## src/hw/mlgreg_pkg.sv

```systemverilog
package mlgreg_pkg;

  // ----------------------------------------------------------------
  // Widths
  // ----------------------------------------------------------------
  localparam int ADDR_W      = 18;
  localparam int DATA_W      = 32;
  localparam int REG_W       = 16;
  localparam int N_MUX_LANES = 10;
  localparam int N_GB_LANES  = 20;
  localparam int N_RX_LANES  = 4;
  localparam int CNT_W       = 32;
  localparam int MEM_AW      = 5;
  localparam int MEM_DEPTH   = 32;
  localparam int MAP_W       = 8;
  localparam int MANT_W      = 10;
  localparam int EXP_W       = 6;

  // ----------------------------------------------------------------
  // Register indices (byte address is four times the index)
  // ----------------------------------------------------------------
  localparam logic [15:0] IDX_GEN_CTRL        = 16'hA080;
  localparam logic [15:0] IDX_MUX_LANE_EN     = 16'hA081;
  localparam logic [15:0] IDX_MUX_TIMING_REF  = 16'hA082;
  localparam logic [15:0] IDX_MUX_IDLE_EN     = 16'hA083;
  localparam logic [15:0] IDX_MUX_STATUS      = 16'hA088;
  localparam logic [15:0] IDX_DMX_LANE_EN     = 16'hA090;
  localparam logic [15:0] IDX_DMX_IDLE_CHK_EN = 16'hA091;
  localparam logic [15:0] IDX_DMX_STATUS      = 16'hA098;
  localparam logic [15:0] IDX_BLK_LOCK_UPPER  = 16'hA099;
  localparam logic [15:0] IDX_BLK_LOCK_LOWER  = 16'hA09A;
  localparam logic [15:0] IDX_MRK_LOCK_UPPER  = 16'hA09B;
  localparam logic [15:0] IDX_MRK_LOCK_LOWER  = 16'hA09C;
  localparam logic [15:0] IDX_ALIGN_UPPER     = 16'hA09D;
  localparam logic [15:0] IDX_ALIGN_LOWER     = 16'hA09E;
  localparam logic [15:0] IDX_PARITY_FIRST    = 16'hA0A0;
  localparam logic [15:0] IDX_PARITY_LAST     = 16'hA0B3;
  localparam logic [15:0] IDX_MAP_FIRST       = 16'hA0C0;
  localparam logic [15:0] IDX_MAP_LAST        = 16'hA0D3;
  localparam logic [15:0] IDX_IDLE_ERR_FIRST  = 16'hA0E0;
  localparam logic [15:0] IDX_IDLE_ERR_LAST   = 16'hA0E9;

  // ----------------------------------------------------------------
  // Fields, masks and reset values
  // ----------------------------------------------------------------
  localparam int          GEN_MUX_EN_BIT    = 15;
  localparam int          GEN_DMX_EN_BIT    = 14;
  localparam int          STAT_IDLE_ABLE_BIT = 15;
  localparam logic [15:0] GEN_CTRL_MASK     = 16'hC3FF;
  localparam logic [15:0] LANE10_MASK       = 16'h03FF;
  localparam logic [15:0] TIMING_REF_MASK   = 16'h000F;
  localparam logic [15:0] REG_RESET         = 16'h0000;
  localparam logic [4:0]  MEM_PARITY_LAST   = 5'h13;
  localparam logic [4:0]  MEM_IDLE_LAST     = 5'h1D;
  localparam logic [4:0]  MEM_SCAN_LAST     = 5'h1D;
  localparam logic [1:0]  AXI_RESP_OKAY     = 2'h0;

  typedef enum logic [2:0] {
    MLGREG_RD_IDLE  = 3'b001,
    MLGREG_RD_FETCH = 3'b010,
    MLGREG_RD_RESP  = 3'b100
  } mlgreg_rd_state_t;

endpackage : mlgreg_pkg

```

## src/hw/mlgreg_count_mem.sv

```systemverilog
`timescale 1ns/1ps
module mlgreg_count_mem
  import mlgreg_pkg::*;
(
  input  wire logic              aclk,
  input  wire logic              wr_en,
  input  wire logic [MEM_AW-1:0] wr_addr,
  input  wire logic [CNT_W-1:0]  wr_data,
  input  wire logic [MEM_AW-1:0] rd_a_addr,
  output logic      [CNT_W-1:0]  rd_a_data,
  input  wire logic [MEM_AW-1:0] rd_b_addr,
  output logic      [CNT_W-1:0]  rd_b_data
);

  logic [CNT_W-1:0] mem [MEM_DEPTH];

  // Contents are not reset; the owner clears entries 0..29 after reset
  always_ff @(posedge aclk) begin
    if (wr_en) begin
      mem[wr_addr] <= wr_data;
    end
  end

  always_ff @(posedge aclk) begin
    rd_a_data <= mem[rd_a_addr];
    rd_b_data <= mem[rd_b_addr];
  end

endmodule : mlgreg_count_mem

```

## src/hw/mlgreg_bank.sv

```systemverilog
// Register access over AXI4-Lite was left to the implementer.
`timescale 1ns/1ps
// Operation
// - General control bit 15 enables mux, bit 14 enables demux.
// - General control bits 9..0 enable loopback on the matching lane.
// - Mux lane enable bits 9..0 read-write, reset zero, upper bits reserved.
// - Mux timing reference bits 3..0 pick timing lane 0..9; others undefined.
// - Mux idle enable bits 9..0 turn on idle pattern generation per lane.
// - Mux status bit 15 reports idle pattern generation ability.
// - Mux status lane bit set only with clock recovery and block lock.
// - Demux lane enable bits 9..0 enable each output lane.
// - Demux idle check bits 9..0 enable the idle checker per lane.
// - Demux status bit 15 idle ability, bits 3..0 lanes received.
// - Block lock: upper register lanes 19..16, lower register lanes 15..0.
// - Marker lock reported with the same two-register split.
// - Alignment reports marker lock, distinct markers and tolerable skew.
// - Twenty read-only parity error counts, 6-bit exponent, 10-bit mantissa.
// - Parity counts in reverse lane order, lowest address lane 19.
// - Twenty mapping registers report logical lane x.y, reverse lane order.
// - Ten idle error registers, first address lane 9, last lane 0.
// - Count format uses base-2 exponent and integer mantissa.
// - Exponent in bits 15..10, mantissa in bits 9..0.
module mlgreg_bank
  import mlgreg_pkg::*;
(
  input  wire logic                        aclk,
  input  wire logic                        aresetn,
  // AXI4-Lite slave
  input  wire logic [ADDR_W-1:0]           s_axi_awaddr,
  input  wire logic [2:0]                  s_axi_awprot,
  input  wire logic                        s_axi_awvalid,
  output logic                             s_axi_awready,
  input  wire logic [DATA_W-1:0]           s_axi_wdata,
  input  wire logic [3:0]                  s_axi_wstrb,
  input  wire logic                        s_axi_wvalid,
  output logic                             s_axi_wready,
  output logic [1:0]                       s_axi_bresp,
  output logic                             s_axi_bvalid,
  input  wire logic                        s_axi_bready,
  input  wire logic [ADDR_W-1:0]           s_axi_araddr,
  input  wire logic [2:0]                  s_axi_arprot,
  input  wire logic                        s_axi_arvalid,
  output logic                             s_axi_arready,
  output logic [DATA_W-1:0]                s_axi_rdata,
  output logic [1:0]                       s_axi_rresp,
  output logic                             s_axi_rvalid,
  input  wire logic                        s_axi_rready,
  // Gearbox controls
  output logic                             multi_link_gearbox_mux_enable,
  output logic                             multi_link_gearbox_demux_enable,
  output logic [N_MUX_LANES-1:0]           loopback_enable,
  output logic [N_MUX_LANES-1:0]           mux_lane_enable,
  output logic [3:0]                       mux_timing_lane,
  output logic [N_MUX_LANES-1:0]           mux_idle_gen_enable,
  output logic [N_MUX_LANES-1:0]           demux_lane_enable,
  output logic [N_MUX_LANES-1:0]           demux_idle_check_enable,
  // Gearbox status
  input  wire logic                        idle_gen_able,
  input  wire logic                        idle_check_able,
  input  wire logic [N_MUX_LANES-1:0]      clock_recovery_lock,
  input  wire logic [N_MUX_LANES-1:0]      mux_block_lock,
  input  wire logic [N_RX_LANES-1:0]       demux_lane_received,
  input  wire logic [N_GB_LANES-1:0]       demux_block_lock,
  input  wire logic [N_GB_LANES-1:0]       alignment_marker_lock,
  input  wire logic                        markers_distinct,
  input  wire logic                        skew_ok,
  input  wire logic [N_GB_LANES*MAP_W-1:0] logical_lane_map,
  input  wire logic [N_GB_LANES-1:0]       interleaved_parity_error,
  input  wire logic [N_MUX_LANES-1:0]      idle_pattern_error
);

  // ----------------------------------------------------------------
  // Control registers
  // ----------------------------------------------------------------
  logic [REG_W-1:0] gen_ctrl;
  logic [REG_W-1:0] mux_lane_en_reg;
  logic [REG_W-1:0] mux_timing_reg;
  logic [REG_W-1:0] mux_idle_en_reg;
  logic [REG_W-1:0] dmx_lane_en_reg;
  logic [REG_W-1:0] dmx_idle_chk_reg;

  // Write channel
  logic              aw_held;
  logic              w_held;
  logic [15:0]       wr_idx;
  logic [REG_W-1:0]  wr_val;
  logic [1:0]        wr_strb;
  logic              do_write;
  logic [REG_W-1:0]  wr_bytemask;

  assign s_axi_awready = !aw_held && !s_axi_bvalid;
  assign s_axi_wready  = !w_held && !s_axi_bvalid;
  assign s_axi_bresp   = AXI_RESP_OKAY;
  assign do_write      = aw_held && w_held && !s_axi_bvalid;
  assign wr_bytemask   = {{8{wr_strb[1]}}, {8{wr_strb[0]}}};

  always_ff @(posedge aclk) begin
    if (!aresetn) begin
      aw_held <= 1'b0;
      wr_idx  <= 16'h0000;
    end else if (s_axi_awvalid && s_axi_awready) begin
      aw_held <= 1'b1;
      wr_idx  <= s_axi_awaddr[ADDR_W-1:2];
    end else if (do_write) begin
      aw_held <= 1'b0;
    end
  end

  always_ff @(posedge aclk) begin
    if (!aresetn) begin
      w_held  <= 1'b0;
      wr_val  <= REG_RESET;
      wr_strb <= 2'h0;
    end else if (s_axi_wvalid && s_axi_wready) begin
      w_held  <= 1'b1;
      wr_val  <= s_axi_wdata[REG_W-1:0];
      wr_strb <= s_axi_wstrb[1:0];
    end else if (do_write) begin
      w_held <= 1'b0;
    end
  end

  always_ff @(posedge aclk) begin
    if (!aresetn) begin
      s_axi_bvalid <= 1'b0;
    end else if (do_write) begin
      s_axi_bvalid <= 1'b1;
    end else if (s_axi_bready) begin
      s_axi_bvalid <= 1'b0;
    end
  end

  function automatic logic [REG_W-1:0] merge(input logic [REG_W-1:0] old_v, input logic [REG_W-1:0] new_v,
                                             input logic [REG_W-1:0] bmask, input logic [REG_W-1:0] fmask);
    merge = ((old_v & ~bmask) | (new_v & bmask)) & fmask;
  endfunction : merge

  // Reserved bits are masked off on every write, so they always read zero
  always_ff @(posedge aclk) begin
    if (!aresetn) begin
      gen_ctrl         <= REG_RESET;
      mux_lane_en_reg  <= REG_RESET;
      mux_timing_reg   <= REG_RESET;
      mux_idle_en_reg  <= REG_RESET;
      dmx_lane_en_reg  <= REG_RESET;
      dmx_idle_chk_reg <= REG_RESET;
    end else if (do_write) begin
      unique case (wr_idx)
        IDX_GEN_CTRL:        gen_ctrl         <= merge(gen_ctrl, wr_val, wr_bytemask, GEN_CTRL_MASK);
        IDX_MUX_LANE_EN:     mux_lane_en_reg  <= merge(mux_lane_en_reg, wr_val, wr_bytemask, LANE10_MASK);
        IDX_MUX_TIMING_REF:  mux_timing_reg   <= merge(mux_timing_reg, wr_val, wr_bytemask, TIMING_REF_MASK);
        IDX_MUX_IDLE_EN:     mux_idle_en_reg  <= merge(mux_idle_en_reg, wr_val, wr_bytemask, LANE10_MASK);
        IDX_DMX_LANE_EN:     dmx_lane_en_reg  <= merge(dmx_lane_en_reg, wr_val, wr_bytemask, LANE10_MASK);
        IDX_DMX_IDLE_CHK_EN: dmx_idle_chk_reg <= merge(dmx_idle_chk_reg, wr_val, wr_bytemask, LANE10_MASK);
        default: begin
          // Writes elsewhere are dropped
        end
      endcase
    end
  end

  assign multi_link_gearbox_mux_enable   = gen_ctrl[GEN_MUX_EN_BIT];
  assign multi_link_gearbox_demux_enable = gen_ctrl[GEN_DMX_EN_BIT];
  assign loopback_enable                 = gen_ctrl[N_MUX_LANES-1:0];
  assign mux_lane_enable                 = mux_lane_en_reg[N_MUX_LANES-1:0];
  // Codes above 9 are held as written; the datapath treats them as undefined
  assign mux_timing_lane                 = mux_timing_reg[3:0];
  assign mux_idle_gen_enable             = mux_idle_en_reg[N_MUX_LANES-1:0];
  assign demux_lane_enable               = dmx_lane_en_reg[N_MUX_LANES-1:0];
  // With no checker present the enables are held but never acted on
  assign demux_idle_check_enable         = dmx_idle_chk_reg[N_MUX_LANES-1:0] & {N_MUX_LANES{idle_check_able}};

  // ----------------------------------------------------------------
  // Error counters
  // ----------------------------------------------------------------
  // Entries 0..19 hold parity counts of lanes 0..19, entries 20..29 idle
  // errors of lanes 0..9. A scanner visits each entry once every 30 cycles,
  // so several events on one lane inside a visit merge into one count.
  logic [N_GB_LANES+N_MUX_LANES-1:0] pend;
  logic [N_GB_LANES+N_MUX_LANES-1:0] event_in;
  logic [MEM_AW-1:0]                 scan_idx;
  logic [MEM_AW-1:0]                 scan_prev;
  logic                              scan_valid;
  logic                              clr_active;
  logic                              cnt_wr_en;
  logic [CNT_W-1:0]                  cnt_wr_data;
  logic [CNT_W-1:0]                  scan_data;
  logic [CNT_W-1:0]                  bus_cnt_data;
  logic [MEM_AW-1:0]                 bus_cnt_addr;

  // Parity errors count only while the demux runs; idle errors only while checked
  assign event_in = {idle_pattern_error & demux_idle_check_enable,
                     interleaved_parity_error & {N_GB_LANES{multi_link_gearbox_demux_enable}}};

  assign cnt_wr_en   = scan_valid && (clr_active || pend[scan_prev]);
  assign cnt_wr_data = clr_active ? {CNT_W{1'b0}} :
                       ((&scan_data) ? scan_data : scan_data + 32'h0000_0001);

  genvar g;
  generate
    for (g = 0; g < N_GB_LANES + N_MUX_LANES; g++) begin : g_pend
      // A new event wins over the clear of its own pending flag
      always_ff @(posedge aclk) begin
        if (!aresetn) begin
          pend[g] <= 1'b0;
        end else if (event_in[g]) begin
          pend[g] <= 1'b1;
        end else if (cnt_wr_en && !clr_active && scan_prev == MEM_AW'(g)) begin
          pend[g] <= 1'b0;
        end
      end
    end
  endgenerate

  always_ff @(posedge aclk) begin
    if (!aresetn) begin
      scan_idx   <= 5'h00;
      scan_prev  <= 5'h00;
      scan_valid <= 1'b0;
    end else begin
      scan_idx   <= (scan_idx == MEM_SCAN_LAST) ? 5'h00 : scan_idx + 5'h01;
      scan_prev  <= scan_idx;
      scan_valid <= 1'b1;
    end
  end

  // First pass after reset zeroes entries 0..29; entries 30 and 31 are never written
  always_ff @(posedge aclk) begin
    if (!aresetn) begin
      clr_active <= 1'b1;
    end else if (scan_valid && scan_prev == MEM_SCAN_LAST) begin
      clr_active <= 1'b0;
    end
  end

  mlgreg_count_mem u_count_mem (
    .aclk      (aclk),
    .wr_en     (cnt_wr_en),
    .wr_addr   (scan_prev),
    .wr_data   (cnt_wr_data),
    .rd_a_addr (scan_idx),
    .rd_a_data (scan_data),
    .rd_b_addr (bus_cnt_addr),
    .rd_b_data (bus_cnt_data)
  );

  // Raw count to exponent and mantissa, value = mantissa * 2**exponent
  function automatic logic [REG_W-1:0] to_float(input logic [CNT_W-1:0] cnt);
    logic [5:0]       msb;
    logic [EXP_W-1:0] ex;
    logic [CNT_W-1:0] shifted;
    msb = 6'h00;
    for (int i = 0; i < CNT_W; i++) begin
      if (cnt[i]) begin
        msb = 6'(i);
      end
    end
    ex      = (msb > 6'h09) ? msb - 6'h09 : 6'h00;
    shifted = cnt >> ex;
    to_float = {ex, shifted[MANT_W-1:0]};
  endfunction : to_float

  // ----------------------------------------------------------------
  // Read channel
  // ----------------------------------------------------------------
  mlgreg_rd_state_t rd_state;
  logic [15:0]      rd_idx;
  logic [15:0]      ar_idx;
  logic [REG_W-1:0] rd_val;
  logic [REG_W-1:0] rd_live;
  logic [N_GB_LANES-1:0] aligned;
  logic [15:0]      par_off;
  logic [15:0]      idle_off;
  logic [15:0]      map_off;
  logic [4:0]       map_lane;

  assign s_axi_arready = (rd_state == MLGREG_RD_IDLE);
  assign s_axi_rvalid  = (rd_state == MLGREG_RD_RESP);
  assign s_axi_rresp   = AXI_RESP_OKAY;
  assign ar_idx        = s_axi_araddr[ADDR_W-1:2];
  assign par_off       = ar_idx - IDX_PARITY_FIRST;
  assign idle_off      = ar_idx - IDX_IDLE_ERR_FIRST;
  assign map_off       = rd_idx - IDX_MAP_FIRST;
  assign map_lane      = MEM_PARITY_LAST - map_off[4:0];

  // Counter entry is fetched during the address handshake
  always_comb begin
    if (ar_idx >= IDX_IDLE_ERR_FIRST && ar_idx <= IDX_IDLE_ERR_LAST) begin
      bus_cnt_addr = MEM_IDLE_LAST - idle_off[4:0];
    end else begin
      bus_cnt_addr = MEM_PARITY_LAST - par_off[4:0];
    end
  end

  // A lane counts as aligned when locked, markers distinct and skew tolerable
  assign aligned = alignment_marker_lock & {N_GB_LANES{markers_distinct && skew_ok}};

  always_comb begin
    rd_live = REG_RESET;
    unique case (rd_idx)
      IDX_GEN_CTRL:        rd_live = gen_ctrl;
      IDX_MUX_LANE_EN:     rd_live = mux_lane_en_reg;
      IDX_MUX_TIMING_REF:  rd_live = mux_timing_reg;
      IDX_MUX_IDLE_EN:     rd_live = mux_idle_en_reg;
      IDX_MUX_STATUS: begin
        rd_live[STAT_IDLE_ABLE_BIT]  = idle_gen_able;
        rd_live[N_MUX_LANES-1:0]     = clock_recovery_lock & mux_block_lock;
      end
      IDX_DMX_LANE_EN:     rd_live = dmx_lane_en_reg;
      IDX_DMX_IDLE_CHK_EN: rd_live = dmx_idle_chk_reg;
      IDX_DMX_STATUS: begin
        rd_live[STAT_IDLE_ABLE_BIT]  = idle_gen_able;
        rd_live[N_RX_LANES-1:0]      = demux_lane_received;
      end
      IDX_BLK_LOCK_UPPER:  rd_live[3:0] = demux_block_lock[N_GB_LANES-1:16];
      IDX_BLK_LOCK_LOWER:  rd_live      = demux_block_lock[15:0];
      IDX_MRK_LOCK_UPPER:  rd_live[3:0] = alignment_marker_lock[N_GB_LANES-1:16];
      IDX_MRK_LOCK_LOWER:  rd_live      = alignment_marker_lock[15:0];
      IDX_ALIGN_UPPER:     rd_live[3:0] = aligned[N_GB_LANES-1:16];
      IDX_ALIGN_LOWER:     rd_live      = aligned[15:0];
      default: begin
        if (rd_idx >= IDX_PARITY_FIRST && rd_idx <= IDX_PARITY_LAST) begin
          rd_live = to_float(bus_cnt_data);
        end else if (rd_idx >= IDX_IDLE_ERR_FIRST && rd_idx <= IDX_IDLE_ERR_LAST) begin
          rd_live = to_float(bus_cnt_data);
        end else if (rd_idx >= IDX_MAP_FIRST && rd_idx <= IDX_MAP_LAST) begin
          rd_live[MAP_W-1:0] = logical_lane_map[map_lane*MAP_W +: MAP_W];
        end else begin
          rd_live = REG_RESET;
        end
      end
    endcase
  end

  always_ff @(posedge aclk) begin
    if (!aresetn) begin
      rd_state <= MLGREG_RD_IDLE;
      rd_idx   <= 16'h0000;
    end else begin
      unique case (rd_state)
        MLGREG_RD_IDLE: begin
          if (s_axi_arvalid) begin
            rd_idx   <= ar_idx;
            rd_state <= MLGREG_RD_FETCH;
          end
        end
        MLGREG_RD_FETCH: begin
          rd_state <= MLGREG_RD_RESP;
        end
        MLGREG_RD_RESP: begin
          if (s_axi_rready) begin
            rd_state <= MLGREG_RD_IDLE;
          end
        end
      endcase
    end
  end

  // Value is sampled once and held stable while rvalid waits for rready
  always_ff @(posedge aclk) begin
    if (!aresetn) begin
      rd_val <= REG_RESET;
    end else if (rd_state == MLGREG_RD_FETCH) begin
      rd_val <= rd_live;
    end
  end

  assign s_axi_rdata = {16'h0000, rd_val};

endmodule : mlgreg_bank

```

## config.mk

```make
export PLATFORM = sky130hd
export DESIGN_NAME = mlgreg_bank
export DESIGN_NICKNAME = d
export VERILOG_FILES = /design/src/hw/mlgreg_pkg.sv /design/src/hw/mlgreg_count_mem.sv /design/src/hw/mlgreg_bank.sv
export SDC_FILE = /design/constraint.sdc
export NUM_CORES = 2
export LEC_CHECK = 0
export ABC_CLOCK_PERIOD_IN_PS = 5950
export BUFFER_PORTS_ARGS = -buffer_cell sky130_fd_sc_hd__buf_2
export CAP_MARGIN = 20
export CORE_MARGIN = 5
export CORE_UTILIZATION = 60
export DETAILED_ROUTE_END_ITERATION = 7
export GPL_ROUTABILITY_DRIVEN = 0
export PLACE_DENSITY = 0.9
export SKIP_CTS_REPAIR_TIMING = 1
export SLEW_MARGIN = 5
export SYNTH_ARGS = -nofsm -noshare
export SYNTH_HDL_FRONTEND = slang
export SYNTH_SLANG_ARGS = --single-unit
```

## constraint.sdc

```tcl
create_clock -name aclk -period 5.95 [get_ports aclk]
set_input_delay 1.19 -clock aclk [delete_from_list [all_inputs] [get_ports aclk]]
set_output_delay 1.19 -clock aclk [all_outputs]
set_load 0.01 [all_outputs]
```

==> results.sh <==
export IMPL_grt_antenna_before_repair=39
export IMPL_syn_to_final_growth_pct=13.2
export IMPL_synth_largest_area_cell="edfxtp_1"
export IMPL_violated_checks="DRC"
export IMPL_grt_total_usage_pct=39.5
export IMPL_routed_wirelength_mm=211
export IMPL_holdCritPathClass="register to register"
export IMPL_core_ar_um2=99900
export IMPL_timing_critical_path_from_type="register"
export IMPL_vias=42600
export IMPL_synth_async_sr_flop_share_pct=0
export IMPL_initial_core_util_pct=60.3
export IMPL_r2r_start="u_count_mem.rd_b_data[23]"
export IMPL_floorplan_rows=116
export IMPL_cts_num_sinks=1254
export IMPL_crit_path_start="u_count_mem.rd_b_data[23]"
export IMPL_synthMostInstantiatedCell="edfxtp_1"
export IMPL_finalMaxSlewViolations=0
export IMPL_clock_tree_htree_level_count=3
export IMPL_synth_lib_cells_used_distinct=84
export IMPL_clk_pin_slew_worst_paths_ps=70
export IMPL_critPathMostFrequentCell="nor2_1"
export IMPL_ir_drop_v=0.000264
export IMPL_globalRouteMet3Util_pct=17.4
export IMPL_synth_edf_count=1024
export IMPL_seq_power_share_pct=50.1
export IMPL_final_setup_skew_ps=58.9
export IMPL_sw_share_pct=25.1
export IMPL_setup_tns_ps=0
export IMPL_gr_total_overflow=0
export IMPL_fp_dieW_um=327
export IMPL_detail_route_iter0_violations=7593
export IMPL_ctsLongestPathBuffers=3
export IMPL_met2_demand_to_capacity_share_in_global_routing_pct=60.2
export IMPL_power_switching_mw=4.88
export IMPL_grt_max_degree=151
export IMPL_route_detailed_drc=39
export IMPL_routedWlPerCell_um=39.0
export IMPL_chipHeight_um=327
export IMPL_final_non_filler_cell_total=5421
export IMPL_cts_tree="built"
export IMPL_setup_worst_path_end_class="register"
export IMPL_min_from="wr_idx[11]"
export IMPL_leakage_nw=21.7
export IMPL_netlist_top_cells_area="edfxtp_1 51%, mux4_2 24%, dfxtp_1 7.6%"
export IMPL_synth_sequential_area_ratio_pct=58.7
export IMPL_power_mw=19.5
export IMPL_finish_net_count=4351
export IMPL_finalCritPeriodShare_pct=86.3
export IMPL_drt_pass1_iterations=8
export IMPL_place_detailed_instances=5169
export IMPL_die_area_um2=107000
export IMPL_synth_common_cells="1024 x edfxtp_1, 633 x mux4_2, 309 x nand2_1, 230 x dfxtp_1, 181 x clkbuf_1"
export IMPL_finalSetupViolations=0
export IMPL_cp_slowest_stage_delay_ps=750
export IMPL_hold_viol=0
export IMPL_timing_critical_path_arrival_ps=5780
export IMPL_hpwl_after_detailed_placement_mm=120
export IMPL_synth_seq_cells=1254
export IMPL_period_needed_ps=5140
export IMPL_i_o_pin_count=440
export IMPL_cts_root_buf="clkbuf_16"
export IMPL_dominantRegCellSynth="edfxtp_1"
export IMPL_most_crowded_layer_after_global_routing="met2"
export IMPL_power_per_cell_area_nw_per_um2=286
export IMPL_cts_made_buffers=115
export IMPL_worst_setup_path_type="register to register"
export IMPL_outcome="finished, violations left"
export IMPL_synth_warning_count=0
export IMPL_cap_viol_max_count=0
export IMPL_clock_insertion_delay_worst_skew_ps=770
export IMPL_cp_max_delay_cell="o21ai_1"
export IMPL_grt_pass1_vias=42100
export IMPL_rsz0062_at_grt="false"
export IMPL_post_synth_instance_area_um2=60200
export IMPL_postRouteAntennaNets=0
export IMPL_vias_per_cell=7.86
export IMPL_postSynthAreaPerCell_um2=16.6
export IMPL_place_port_buffers=387
export IMPL_critPathBufInv=1
export IMPL_met1_usage_pct=43.1
export IMPL_pwr_share_clk_pct=39.8
export IMPL_timing_max_slew_rel_slack_pct=10.7
export IMPL_layout_drive_gt1_share_pct=35.4
export IMPL_tightestPinTransition_ps=1340
export IMPL_worstPathMaxFanout=24
export IMPL_grt_first_pass_wirelength_mm=302
export IMPL_cp_cell_sequence="or3b_1 -> nand4b_1 -> o21ai_1 -> nor2_1 -> inv_2 -> ha_1 -> nor3_1 -> nor3_2 -> nor2_1 -> nor4b_1 -> nor2_1 -> nand2_1 -> a21o_1 -> a21oi_1 -> o41ai_1"
export IMPL_synth_top_area_share_pct=51.0
export IMPL_post_synth_inst_count=3622
export IMPL_worst_ep_required_time_ps=6590
export IMPL_dp_slack_ps=845
export IMPL_intPower_mw=14.6
export IMPL_comb_power_share_pct=10.1
export IMPL_max_clock_freq_mhz=195
export IMPL_post_route_worst_setup_slack_ps=813
export IMPL_crit_family="simple AND/OR/NAND/NOR gates"
==> layout by cell type (no fill, tap or decap), drive strengths merged, types with 89 or more instances in the layout <==
cell type,synthesis,routed
a21boi,99,99
buf,101,517
clkbuf,181,149
dfxtp,230,230
edfxtp,1024,1024
mux2i,169,169
mux4,633,633
nand2,309,309
nor2,141,141
o21ai,89,89
==> metal layers <==
layer	routed length (um)	part of all wire (%)	up-vias
met2	96300	46	4934
met5	140	0.066	-
met1	58000	27	20500
met3	34000	16	1450
li1	-	-	15700
met4	22700	11	12
==> metrics by stage <==
step           cell area (um^2)  hold WS (ps)  utilization (%)
5_1_grt                   68200           495             68.3
4_1_cts                   68100           476             68.2
3_3_place_gp              64200           452             64.3
3_5_place_dp              64200           467             64.3
2_1_floorplan             60300           438                -
6_report                  68200           472             68.3
==> worst reg2reg max path: stages, from the launching register on <==
cell,delay (ps)
dfxtp_1,470
or3b_1,300
nand4b_1,170
o21ai_1,750
nor2_1,210
inv_2,410
ha_1,340
nor3_1,130
nor3_2,520
nor2_1,110
nor4b_1,170
nor2_1,720
nand2_1,250
a21o_1,220
a21oi_1,140
o41ai_1,100
==> final cells by class <==
cell class	instances	area [um^2]
Timing Repair Buffer	518	3140
Fill cell	5753	31600
Sequential cell	1254	35400
Tap cell	1298	1620
Inverter	23	86.3
Clock buffer	148	3130
Antenna cell	30	75.1
Multi-Input combinational cell	2082	24000
Clock inverter	68	776
==> power groups by stage <==
stage               Clock (mW)  Combinational [mW]  Sequential, mW
floorplan                    0                1.30            9.77
global placement             0                1.81            9.90
detailed placement           0                1.84            9.92
CTS                       7.71                1.88            9.74
global route              8.13                2.04            9.76
finish                    7.75                1.98            9.77
==> registers in the layout (all words and copies together), names as in the netlist, 5 cells and up, named ones only <==
register,count
scan_idx,5
scan_prev,5
pend,30
wr_val,12
u_count_mem.mem,1024
u_count_mem.rd_a_data,32
u_count_mem.rd_b_data,32
wr_idx,16
rd_val,16
rd_idx,16
==> path summary, 6_finish.rpt <==
| path | slack (ps) | depth (start not counted) | to |
|---|---|---|---|
| max | 810 | 15 | rd_val[2] |
| min | 470 | 2 | wr_idx[11] |
| min reg2reg | 470 | 2 | wr_idx[11] |
| max reg2reg | 810 | 15 | rd_val[2] |
==> kinds of logic after synthesis <==
logic type / Yosys count / synth area share [%]
AND/OR/NAND/NOR: 710 / 5.54
AO/OA/AOI/OAI: 453 / 5.47
XOR/XNOR: 36 / 0.523
other: 1 / 0.00623
buffers and inverters: 305 / 2.12
adder cells (fa/ha/maj): 14 / 0.291
flip-flops: 1254 / 58.7
multiplexers: 849 / 27.4
(Power assumes the default switching activity.)
